==> src/sel_pkg.sv <==
// Constants shared by the serial configuration memory loader.
package sel_pkg;
    // Clock and serial clock timing.
    localparam int CLK_NS      = 10;
    localparam int SK_HALF_NS  = 500;
    localparam int SK_HALF_CYC = (SK_HALF_NS + CLK_NS - 1) / CLK_NS;
    localparam logic [7:0] SK_HALF_LAST = 8'(SK_HALF_CYC - 1);

    // Instruction field: a start bit of one, then a two-bit opcode.
    localparam logic [1:0] OP_EXT   = 2'h0;
    localparam logic [1:0] OP_WRITE = 2'h1;
    localparam logic [1:0] OP_READ  = 2'h2;
    localparam logic [1:0] OP_ERASE = 2'h3;
    localparam logic [4:0] INSTR_BITS = 5'h03;
    localparam logic [4:0] ABITS_S    = 5'h06;
    localparam logic [4:0] ABITS_L    = 5'h08;
    localparam logic [4:0] DATA_BITS  = 5'h10;

    // Word addresses of the image.
    localparam logic [7:0] W_SA0   = 8'h00;
    localparam logic [7:0] W_SA1   = 8'h01;
    localparam logic [7:0] W_SA2   = 8'h02;
    localparam logic [7:0] W_IMG   = 8'h0A;
    localparam logic [7:0] W_SUB   = 8'h0B;
    localparam logic [7:0] W_SVID  = 8'h0C;
    localparam logic [7:0] W_PTR   = 8'h0D;
    localparam logic [7:0] W_DEVID = 8'h23;
    localparam logic [7:0] W_MDM0  = 8'hFB;
    localparam logic [7:0] W_MDM1  = 8'hFC;
    localparam logic [7:0] W_MDM2  = 8'hFD;
    localparam logic [7:0] W_MDM3  = 8'hFE;

    // Load list: five base words, eleven with the modem words.
    localparam logic [3:0] LD_BASE = 4'h5;
    localparam logic [3:0] LD_ALL  = 4'hB;
    localparam logic [3:0] LD_IMG  = 4'h3;
    localparam int MODEM_BIT     = 0;
    localparam int EXPROM_DIS_BIT = 1;

    // Transaction sequencer states.
    typedef enum logic [2:0] {
        ST_IDLE  = 3'h0,
        ST_SHIFT = 3'h1,
        ST_READ  = 3'h2,
        ST_DESEL = 3'h3,
        ST_BUSY  = 3'h4,
        ST_DONE  = 3'h5
    } sel_state_type;

    // Owner of the current transaction.
    typedef enum logic [1:0] {
        OWN_LOAD = 2'h0,
        OWN_HB   = 2'h1,
        OWN_HOST = 2'h2
    } sel_owner_type;
endpackage

==> src/sel_loader.sv <==
// Serial configuration memory controller with automatic load after reset.
module sel_loader
    import sel_pkg::*;
(
    // Clock and reset.
    input  wire logic        clk_i,
    input  wire logic        srst_i,
    // Serial memory pins.
    output logic             ee_cs_o,
    output logic             ee_sk_o,
    output logic             ee_di_o,
    input  wire logic        ee_do_i,
    // Host access port.
    input  wire logic        host_req_i,
    input  wire logic [1:0]  host_op_i,
    input  wire logic [7:0]  host_addr_i,
    input  wire logic [15:0] host_wdata_i,
    output logic             host_ready_o,
    output logic             host_done_o,
    output logic [15:0]      host_rdata_o,
    // Heartbeat fetch port.
    input  wire logic        hb_req_i,
    input  wire logic [7:0]  hb_addr_i,
    output logic             hb_valid_o,
    output logic [15:0]      hb_data_o,
    // Bus retry arbitration.
    input  wire logic        pci_ee_acc_i,
    input  wire logic        pci_flash_acc_i,
    output logic             window_o,
    output logic             retry_o,
    // Loaded configuration.
    output logic             loaded_o,
    output logic             large_part_o,
    output logic [47:0]      station_address_o,
    output logic [15:0]      image_identity_word_o,
    output logic [15:0]      subsys_ident_o,
    output logic [15:0]      subsys_vendor_o,
    output logic [7:0]       cfg_hb_ptr_o,
    output logic [7:0]       smb_cis_ptr_o,
    output logic             modem_present_o,
    output logic             exprom_disable_o,
    output logic [63:0]      modem_words_o,
    output logic [15:0]      device_id_o
);
    import sel_pkg::*;

    sel_state_type state, next_state;
    sel_owner_type owner, next_owner;
    logic [7:0]  div, next_div;
    logic        sk, next_sk, cs, next_cs, di, next_di;
    logic [26:0] sr, next_sr;
    logic [15:0] rd, next_rd;
    logic [4:0]  cnt, next_cnt;
    logic [1:0]  op, next_op;
    logic [7:0]  addr, next_addr;
    logic        sized, next_sized, alen8, next_alen8;
    logic        loaded, next_loaded;
    logic [3:0]  ld_idx, next_ld_idx;
    logic [15:0] words [0:10];
    logic [15:0] next_words [0:10];
    logic        host_ready, next_host_ready;
    logic        host_done, next_host_done;
    logic [15:0] host_rdata, next_host_rdata;
    logic        hb_valid, next_hb_valid;
    logic [15:0] hb_data, next_hb_data;
    logic        window, next_window, retry, next_retry;
    logic [15:0] dev_id, next_dev_id;
    logic        s1, s2, s3, do_f, next_do_f;
    logic        tick, bd;
    logic [4:0]  nb;

    // Word address for each entry of the load list.
    function automatic logic [7:0] ld_addr(input logic [3:0] idx);
        case (idx)
            4'h0:    ld_addr = W_SA0;
            4'h1:    ld_addr = W_SA1;
            4'h2:    ld_addr = W_SA2;
            4'h3:    ld_addr = W_IMG;
            4'h4:    ld_addr = W_PTR;
            4'h5:    ld_addr = W_SUB;
            4'h6:    ld_addr = W_SVID;
            4'h7:    ld_addr = W_MDM0;
            4'h8:    ld_addr = W_MDM1;
            4'h9:    ld_addr = W_MDM2;
            default: ld_addr = W_MDM3;
        endcase
    endfunction

    // Build the outgoing bit stream, instruction first, MSB leading.
    function automatic logic [26:0] mk_sr(input logic [1:0] o,
                                          input logic [7:0] a,
                                          input logic [15:0] d,
                                          input logic l8);
        if (l8) begin
            mk_sr = {1'b1, o, a, d};
        end else begin
            mk_sr = {1'b1, o, a[5:0], d, 2'h0};
        end
    endfunction

    assign tick = (div == SK_HALF_LAST);
    assign bd   = tick & sk;
    assign nb   = cnt + 5'h01;

    // Sequencer, bit engine and result delivery.
    always_comb begin
        next_state = state;
        next_owner = owner;
        next_div = tick ? 8'h00 : div + 8'h01;
        next_sk = sk;
        next_cs = cs;
        next_sr = sr;
        next_rd = rd;
        next_cnt = cnt;
        next_op = op;
        next_addr = addr;
        next_sized = sized;
        next_alen8 = alen8;
        next_loaded = loaded;
        next_ld_idx = ld_idx;
        next_words = words;
        next_host_done = 1'b0;
        next_host_rdata = host_rdata;
        next_hb_valid = 1'b0;
        next_hb_data = hb_data;
        next_dev_id = dev_id;
        next_do_f = (s2 == s3) ? s3 : do_f;
        case (state)
            ST_IDLE: begin
                next_sk = 1'b0;
                next_cs = 1'b0;
                next_div = 8'h00;
                next_cnt = 5'h00;
                // The load wins over everything, then heartbeat, then host.
                // A heartbeat request still held in its result cycle is
                // not taken a second time.
                if (!loaded) begin
                    next_owner = OWN_LOAD;
                    next_op = OP_READ;
                    next_addr = ld_addr(ld_idx);
                end else if (hb_req_i && !hb_valid) begin
                    next_owner = OWN_HB;
                    next_op = OP_READ;
                    next_addr = hb_addr_i;
                end else if (host_req_i && host_ready) begin
                    next_owner = OWN_HOST;
                    next_op = host_op_i;
                    next_addr = host_addr_i;
                end
                if (!loaded || (hb_req_i && !hb_valid)
                    || (host_req_i && host_ready)) begin
                    next_state = ST_SHIFT;
                    next_cs = 1'b1;
                    next_sr = mk_sr(next_op, next_addr, host_wdata_i, alen8);
                end
            end
            ST_SHIFT: begin
                if (tick) begin
                    next_sk = ~sk;
                end
                if (bd) begin
                    next_sr = {sr[25:0], 1'b0};
                    next_cnt = nb;
                    if (op == OP_READ) begin
                        // Unsized: a zero after the six address bits means the small part.
                        if (!sized && nb == INSTR_BITS + ABITS_S
                            && !do_f) begin
                            next_alen8 = 1'b0;
                            next_sized = 1'b1;
                            next_state = ST_READ;
                            next_cnt = 5'h00;
                        end else if (nb == INSTR_BITS
                                     + (alen8 ? ABITS_L : ABITS_S)) begin
                            next_sized = 1'b1;
                            next_state = ST_READ;
                            next_cnt = 5'h00;
                        end
                    end else if (nb == INSTR_BITS
                                 + (alen8 ? ABITS_L : ABITS_S)
                                 + (op == OP_WRITE ? DATA_BITS : 5'h00)) begin
                        next_state = ST_DESEL;
                        next_cs = 1'b0;
                    end
                end
            end
            ST_READ: begin
                if (tick) begin
                    next_sk = ~sk;
                end
                if (bd) begin
                    next_rd = {rd[14:0], do_f};
                    next_cnt = nb;
                    if (nb == DATA_BITS) begin
                        next_state = ST_DESEL;
                        next_cs = 1'b0;
                    end
                end
            end
            ST_DESEL: begin
                next_sk = 1'b0;
                next_cs = 1'b0;
                if (tick) begin
                    // Programming ops poll the ready level before releasing.
                    if (op == OP_WRITE || op == OP_ERASE) begin
                        next_state = ST_BUSY;
                        next_cs = 1'b1;
                    end else begin
                        next_state = ST_DONE;
                    end
                end
            end
            ST_BUSY: begin
                // Reuse the deselect wait so the next select keeps its gap.
                if (tick && do_f) begin
                    next_cs = 1'b0;
                    next_op = OP_EXT;
                    next_state = ST_DESEL;
                end
            end
            ST_DONE: begin
                next_state = ST_IDLE;
                case (owner)
                    OWN_LOAD: begin
                        next_words[ld_idx] = rd;
                        next_ld_idx = ld_idx + 4'h1;
                        if ((ld_idx == LD_BASE - 4'h1
                             && !words[LD_IMG][MODEM_BIT])
                            || ld_idx == LD_ALL - 4'h1) begin
                            next_loaded = 1'b1;
                        end
                    end
                    OWN_HB: begin
                        next_hb_data = rd;
                        next_hb_valid = 1'b1;
                    end
                    default: begin
                        next_host_rdata = rd;
                        next_host_done = 1'b1;
                        if (op == OP_READ && addr == W_DEVID) begin
                            next_dev_id = rd;
                        end
                    end
                endcase
            end
            default: begin
                next_state = ST_IDLE;
            end
        endcase
        next_di = (next_state == ST_SHIFT) ? next_sr[26] : 1'b0;
        next_window = (next_state != ST_IDLE) && (next_owner == OWN_HB);
        next_retry = next_window
                     & (pci_ee_acc_i | pci_flash_acc_i);
        next_host_ready = next_loaded && (next_state == ST_IDLE)
                          && (state == ST_IDLE)
                          && !(host_req_i && host_ready);
    end

    // State registers; the first synchroniser stage feeds only the second.
    always_ff @(posedge clk_i) begin
        s1 <= ee_do_i;
        s2 <= s1;
        s3 <= s2;
        if (srst_i) begin
            state <= ST_IDLE;
            owner <= OWN_LOAD;
            div <= 8'h00;
            sk <= 1'b0;
            cs <= 1'b0;
            di <= 1'b0;
            sr <= 27'h0000000;
            rd <= 16'h0000;
            cnt <= 5'h00;
            op <= OP_READ;
            addr <= 8'h00;
            sized <= 1'b0;
            alen8 <= 1'b1;
            loaded <= 1'b0;
            ld_idx <= 4'h0;
            for (int i = 0; i < 11; i++) begin
                words[i] <= 16'h0000;
            end
            host_ready <= 1'b0;
            host_done <= 1'b0;
            host_rdata <= 16'h0000;
            hb_valid <= 1'b0;
            hb_data <= 16'h0000;
            window <= 1'b0;
            retry <= 1'b0;
            dev_id <= 16'h0000;
            do_f <= 1'b1;
        end else begin
            state <= next_state;
            owner <= next_owner;
            div <= next_div;
            sk <= next_sk;
            cs <= next_cs;
            di <= next_di;
            sr <= next_sr;
            rd <= next_rd;
            cnt <= next_cnt;
            op <= next_op;
            addr <= next_addr;
            sized <= next_sized;
            alen8 <= next_alen8;
            loaded <= next_loaded;
            ld_idx <= next_ld_idx;
            words <= next_words;
            host_ready <= next_host_ready;
            host_done <= next_host_done;
            host_rdata <= next_host_rdata;
            hb_valid <= next_hb_valid;
            hb_data <= next_hb_data;
            window <= next_window;
            retry <= next_retry;
            dev_id <= next_dev_id;
            do_f <= next_do_f;
        end
    end

    // Pins and status straight from registers.
    assign ee_cs_o = cs;
    assign ee_sk_o = sk;
    assign ee_di_o = di;
    assign host_ready_o = host_ready;
    assign host_done_o = host_done;
    assign host_rdata_o = host_rdata;
    assign hb_valid_o = hb_valid;
    assign hb_data_o = hb_data;
    assign window_o = window;
    assign retry_o = retry;
    assign loaded_o = loaded;
    assign large_part_o = alen8;
    assign device_id_o = dev_id;

    // Decoded configuration fields of the loaded words.
    assign station_address_o = {words[2], words[1], words[0]};
    assign image_identity_word_o = words[3];
    assign modem_present_o = words[3][MODEM_BIT];
    assign exprom_disable_o = words[3][EXPROM_DIS_BIT];
    assign cfg_hb_ptr_o = words[4][15:8];
    assign smb_cis_ptr_o = words[4][7:0];
    assign subsys_ident_o = words[5];
    assign subsys_vendor_o = words[6];
    assign modem_words_o = {words[10], words[9], words[8], words[7]};
endmodule

==> config.mk <==
export PLATFORM = sky130hd
export DESIGN_NAME = sel_loader
export DESIGN_NICKNAME = d
export VERILOG_FILES = /design/src/sel_pkg.sv /design/src/sel_loader.sv
export SDC_FILE = /design/constraint.sdc
export NUM_CORES = 1
export LEC_CHECK = 0
export ABC_AREA = 1
export BUFFER_PORTS_ARGS = -buffer_cell sky130_fd_sc_hd__buf_2
export CAP_MARGIN = 20
export CORE_MARGIN = 4
export CORE_UTILIZATION = 38
export CTS_BUF_LIST = sky130_fd_sc_hd__clkbuf_16
export CTS_CLUSTER_DIAMETER = 50
export DETAILED_ROUTE_END_ITERATION = 12
export GPL_TIMING_DRIVEN = 0
export PLACE_DENSITY = 0.67
export REMOVE_ABC_BUFFERS = 1
export SLEW_MARGIN = 15
export SYNTH_ARGS = -nofsm -noshare
export SYNTH_HDL_FRONTEND = slang
export SYNTH_SLANG_ARGS = --single-unit
==> constraint.sdc <==
create_clock -name clk_i -period 1.63 [get_ports clk_i]
set_input_delay 0.163 -clock clk_i [delete_from_list [all_inputs] [get_ports clk_i]]
set_output_delay 0.163 -clock clk_i [all_outputs]
set_load 0.02 [all_outputs]
==> impl_results.html <==
<table>
<tr><th>Metric</th><th>Value</th></tr>
<tr><th colspan="2">Run status</th></tr>
<tr><td>Run status</td><td>complete, but fails checks</td></tr>
<tr><td>Violations in the final reports</td><td>setup timing</td></tr>
<tr><th colspan="2">Critical path</th></tr>
<tr><td>Critical Path Fanout Max</td><td>4</td></tr>
<tr><td>Reg2reg setup slack</td><td>-0.30 ns</td></tr>
<tr><td>Category of the critical setup timing path</td><td>reg -&gt; reg</td></tr>
<tr><td>Crit path capture type</td><td>flip-flop</td></tr>
<tr><td>Data arrival time of the critical path</td><td>2.37 ns</td></tr>
<tr><td>Worst reg2reg startpoint</td><td>state[1]</td></tr>
<tr><td>Slowest stage delay, CP</td><td>0.37 ns</td></tr>
<tr><td>Endpoint of the worst-slack reg-to-reg timing path</td><td>ee_di_o</td></tr>
<tr><td>Critical Path, Cell by Cell</td><td>buf_6 -&gt; nor2_4 -&gt; inv_1 -&gt; nor2_1 -&gt; nand3_2 -&gt; nand2_1 -&gt; inv_1 -&gt; nand3_1 -&gt; nor2_2 -&gt; buf_4 -&gt; nor3b_2</td></tr>
<tr><td>Cell count of the worst reg-to-reg path</td><td>11</td></tr>
<tr><td>Cell type of the slowest stage on the worst timing path</td><td>sky130_fd_sc_hd__dfxtp_4</td></tr>
<tr><td>Cell repeated most along the worst path</td><td>sky130_fd_sc_hd__inv_1</td></tr>
<tr><td>Required time at the endpoint of the critical path</td><td>2.07 ns</td></tr>
<tr><td>Critical path launch point type</td><td>flip-flop</td></tr>
<tr><th colspan="2">Power</th></tr>
<tr><td>P per Cell Area</td><td>909 nW/um2</td></tr>
<tr><td>Part of the power in combinational logic</td><td>4.8%</td></tr>
<tr><td>Maximum VDD drop</td><td>0.639 mV</td></tr>
<tr><td>Power Internal</td><td>13,200 uW</td></tr>
<tr><td>Switching part of the total power</td><td>23.2%</td></tr>
<tr><td>Sequential power share</td><td>46.2%</td></tr>
<tr><td>Clock network power share</td><td>49.1%</td></tr>
<tr><td>Overall power after layout</td><td>17,100 uW</td></tr>
<tr><td>Leakage</td><td>0.00809 uW</td></tr>
<tr><td>Switching pwr</td><td>3970 uW</td></tr>
<tr><th colspan="2">Layout</th></tr>
<tr><td>Post-route cell area</td><td>18,900 um2</td></tr>
<tr><td>Filler cell count in the final layout</td><td>2,421</td></tr>
<tr><td>Final net count</td><td>1,924</td></tr>
<tr><td>Diodes inserted</td><td>0</td></tr>
<tr><td>Syn-to-layout area delta</td><td>59.0%</td></tr>
<tr><td>Post-layout utilization of the core</td><td>61.5%</td></tr>
<tr><td>Ratio of cells with drive above 1 in the final layout</td><td>43.9%</td></tr>
<tr><th colspan="2">Synthesis</th></tr>
<tr><td>Number of different library cells in the post-synthesis netlist</td><td>42</td></tr>
<tr><td>Async set-or-reset flop fraction in the synthesized netlist</td><td>0%</td></tr>
<tr><td>Gate count of the mapped netlist</td><td>1,466</td></tr>
<tr><td>Mean cell area of the mapped netlist</td><td>8.09 um2</td></tr>
<tr><td>Top post-synthesis cells by area</td><td>sky130_fd_sc_hd__dfxtp_1, sky130_fd_sc_hd__a21oi_1, sky130_fd_sc_hd__o21ai_0</td></tr>
<tr><td>Leading register cell type out of synthesis</td><td>sky130_fd_sc_hd__dfxtp_1</td></tr>
<tr><td>Area fraction of the dominant cell type after synthesis</td><td>53.8%</td></tr>
<tr><td>Number of register bits inferred by synthesis</td><td>319</td></tr>
<tr><td>Count of yosys warnings during synthesis</td><td>0</td></tr>
<tr><td>Yosys top cell by area</td><td>sky130_fd_sc_hd__dfxtp_1</td></tr>
<tr><td>Part of the Yosys area used for sequential elements</td><td>53.8%</td></tr>
<tr><td>Library cell with the highest instance count after synthesis</td><td>sky130_fd_sc_hd__dfxtp_1</td></tr>
<tr><td>Number of flops mapped to enable cells by yosys</td><td>0</td></tr>
<tr><td>Post-Syn Area</td><td>11,900 um2</td></tr>
<tr><td>Most frequent cells after synthesis</td><td>sky130_fd_sc_hd__dfxtp_1, sky130_fd_sc_hd__a21oi_1, sky130_fd_sc_hd__o21ai_0</td></tr>
<tr><th colspan="2">Route</th></tr>
<tr><td>Final Routed Wirelength</td><td>51.8 mm</td></tr>
<tr><td>Mean routed wirelength per cell</td><td>22.5 um</td></tr>
<tr><td>Avg Vias per Cell</td><td>5.61</td></tr>
<tr><td>Number of optimization iterations in the first detailed-route pass</td><td>6</td></tr>
<tr><td>Initial DRC Count</td><td>1,112</td></tr>
<tr><td>DRC viols</td><td>0</td></tr>
<tr><td>Count of vias placed by the detailed router</td><td>12,900</td></tr>
<tr><td>ANT nets after route</td><td>0</td></tr>
<tr><th colspan="2">STA</th></tr>
<tr><td>Worst max-slew margin expressed relative to the limit</td><td>46.9%</td></tr>
<tr><td>RSZ-0062 raised after global routing</td><td>true</td></tr>
<tr><td>Final setup violating endpoints</td><td>217</td></tr>
<tr><td>Minimum clock period</td><td>1.93 ns</td></tr>
<tr><td>Worst hold-check slack</td><td>0.0557 ns</td></tr>
<tr><td>Final Slew Violations</td><td>0</td></tr>
<tr><td>Worst setup slack after layout</td><td>-0.298 ns</td></tr>
<tr><td>Worst slew pin tran</td><td>0.797 ns</td></tr>
<tr><td>Post-route clock skew</td><td>0.0224 ns</td></tr>
<tr><td>Final hold vios</td><td>0</td></tr>
<tr><td>Post-route clock period utilization</td><td>118%</td></tr>
<tr><td>Achievable Freq</td><td>0.519 GHz</td></tr>
<tr><th colspan="2">GRT</th></tr>
<tr><td>Largest net degree at the start of global routing</td><td>141</td></tr>
<tr><td>GRT overflow</td><td>0</td></tr>
<tr><td>Total Routing Usage GR</td><td>23.8%</td></tr>
<tr><td>Number of global-route vias before repair</td><td>11,300</td></tr>
<tr><td>Global-route wire length before repair</td><td>64.2 mm</td></tr>
<tr><td>Antenna violations before repair</td><td>0</td></tr>
<tr><th colspan="2">Place</th></tr>
<tr><td>Quantity of I/O buffers inserted on ports</td><td>276</td></tr>
<tr><td>RePlAce Congestion</td><td>0.837</td></tr>
<tr><td>Post-DP Area</td><td>13,700 um2</td></tr>
<tr><td>Place WS</td><td>-1.37 ns</td></tr>
<tr><td>Placed wire-length estimate</td><td>24.3 mm</td></tr>
<tr><th colspan="2">Clock network</th></tr>
<tr><td>Reg clk slew, reported paths</td><td>0.06 ns</td></tr>
<tr><td>Worst-Skew Late Latency</td><td>0.53 ns</td></tr>
<tr><td>Inserted Clock Buffers</td><td>39</td></tr>
<tr><td>Number of sinks driven by the clock tree</td><td>319</td></tr>
<tr><td>Largest buffer count on any clock path</td><td>3</td></tr>
<tr><td>Max H-tree Level</td><td>2</td></tr>
<tr><td>TritonCTS clock tree</td><td>built</td></tr>
<tr><td>Root Buffer Master</td><td>sky130_fd_sc_hd__clkbuf_16</td></tr>
<tr><th colspan="2">Worst hold path</th></tr>
<tr><td>Terminating pin of the worst hold path</td><td>addr[5]</td></tr>
<tr><td>Class of the tightest hold or removal check</td><td>in -&gt; reg</td></tr>
<tr><td>HP Start</td><td>host_addr_i[5]</td></tr>
<tr><td>Count of cells along the worst hold path</td><td>5</td></tr>
<tr><th colspan="2">Run</th></tr>
<tr><td>Maxcap violations</td><td>0</td></tr>
<tr><th colspan="2">Floorplan</th></tr>
<tr><td>I/O pin total</td><td>277</td></tr>
<tr><td>Initial Utilization</td><td>38.7%</td></tr>
<tr><td>Area of the die</td><td>34,100 um2</td></tr>
<tr><td>Std-Cell Core Area</td><td>30,700 um2</td></tr>
<tr><td>Width of the die</td><td>185 um</td></tr>
<tr><td>Cell row count</td><td>64</td></tr>
<tr><td>Die span in y</td><td>185 um</td></tr>
</table>
-- cell usage in the layout (no fill, tap or decap), types with 8 or more instances in the layout --
cell type	count
sky130_fd_sc_hd__a211oi_1	12
sky130_fd_sc_hd__a21oi_1	180
sky130_fd_sc_hd__a21oi_2	69
sky130_fd_sc_hd__a41oi_2	16
sky130_fd_sc_hd__buf_12	41
sky130_fd_sc_hd__buf_2	275
sky130_fd_sc_hd__buf_4	63
sky130_fd_sc_hd__buf_6	37
sky130_fd_sc_hd__clkbuf_16	56
sky130_fd_sc_hd__clkinv_2	10
sky130_fd_sc_hd__dfxtp_1	300
sky130_fd_sc_hd__dfxtp_2	11
sky130_fd_sc_hd__dfxtp_4	8
sky130_fd_sc_hd__dlygate4sd3_1	19
sky130_fd_sc_hd__inv_1	129
sky130_fd_sc_hd__inv_2	11
sky130_fd_sc_hd__nand2_1	142
sky130_fd_sc_hd__nand2_2	22
sky130_fd_sc_hd__nand2_4	12
sky130_fd_sc_hd__nand3_1	25
sky130_fd_sc_hd__nand4_1	8
sky130_fd_sc_hd__nor2_1	50
sky130_fd_sc_hd__nor2_2	9
sky130_fd_sc_hd__nor2_4	28
sky130_fd_sc_hd__nor3_4	8
sky130_fd_sc_hd__o21ai_0	102
sky130_fd_sc_hd__o21ai_1	63
sky130_fd_sc_hd__o21ai_2	75
sky130_fd_sc_hd__o21ai_4	14
-- final cells by class --
type / count / area (um2) / area share [%]
Timing Repair Buffer: 464 / 3960 / 21.0
Timing Repair inverter: 2 / 46.3 / 0.245
Clock buffer: 39 / 976 / 5.17
Clock inverter: 31 / 256 / 1.36
Multi-Input combinational cell: 902 / 6070 / 32.2
Sequential cell: 319 / 6430 / 34.1
Tap cell: 396 / 495 / 2.63
Inverter: 147 / 632 / 3.35
-- sequential cells by signal, summed over array words and instances (netlist names), 16 cells and up, named ones only --
name / flops
modem_words_o: 64
station_address_o: 48
sr: 27
device_id_o: 16
hb_data_o: 16
host_rdata_o: 16
image_identity_word_o: 16
rd: 16
subsys_ident_o: 16
subsys_vendor_o: 16
-- cell families after synthesis --
family / synth area share, %
AND/OR/NAND/NOR: 11.3
buffers and inverters: 8.50
adder cells (fa/ha/maj): 0.844
XOR/XNOR: 0.369
flip-flops: 53.8
AO/OA/AOI/OAI: 25.2
-- worst max-delay path by stage --
stage,startpoint,endpoint,cells past startpoint
finish,state[1],ee_di_o,11
global route,cnt[1],window_o,12
CTS,ld_idx[3],modem_words_o[52],6
detailed placement,div[0],sr[25],8
global placement,srst_i,flip-flop,7
floorplan,srst_i,flip-flop,6
-- stage by stage --
stage                     instances  TNS (ns)
after global routing           2300    -40.35
after detailed placement       2045   -180.90
after CTS                      2211    -13.93
after floorplan                1357   -371.96
after global placement         2029  -1092.13
final                          2300    -24.42
-- worst max-delay path: cells and delay by family, from the launching register on --
family / cells / cell delay, ns
buffers and inverters: 4 / 0.39
flip-flops: 1 / 0.37
AND/OR/NAND/NOR: 7 / 1.10
-- routing by layer --
metal / vias up / global-route usage (%) / routed length, um
met1: 6199 / 30.4 / 20700
met3: 175 / 6.89 / 5210
met5: - / 0 / 0
met4: 0 / 7.11 / 2290
met2: 741 / 39.2 / 23600
li1: 5790 / - / -
-- what timing repair did --
item	CTS	global route
buffers inserted	64	70
hold buffers	19	0
resized for setup	183	419
endpoints found under the setup margin	288	270
cloned	13	22
pin swaps	45	92
hold endpoints to repair	20	0
-- power groups by stage --
| stage | Combinational (uW) | Sequential (uW) | Clock, uW |
|---|---|---|---|
| after CTS | 628 | 7910 | 8480 |
| after global placement | 460 | 8070 | 0 |
| after detailed placement | 463 | 8080 | 0 |
| after floorplan | 274 | 8070 | 0 |
| final | 816 | 7920 | 8410 |
| after global routing | 866 | 7920 | 8840 |
No activity file was read; power rests on OpenSTA's default activity.
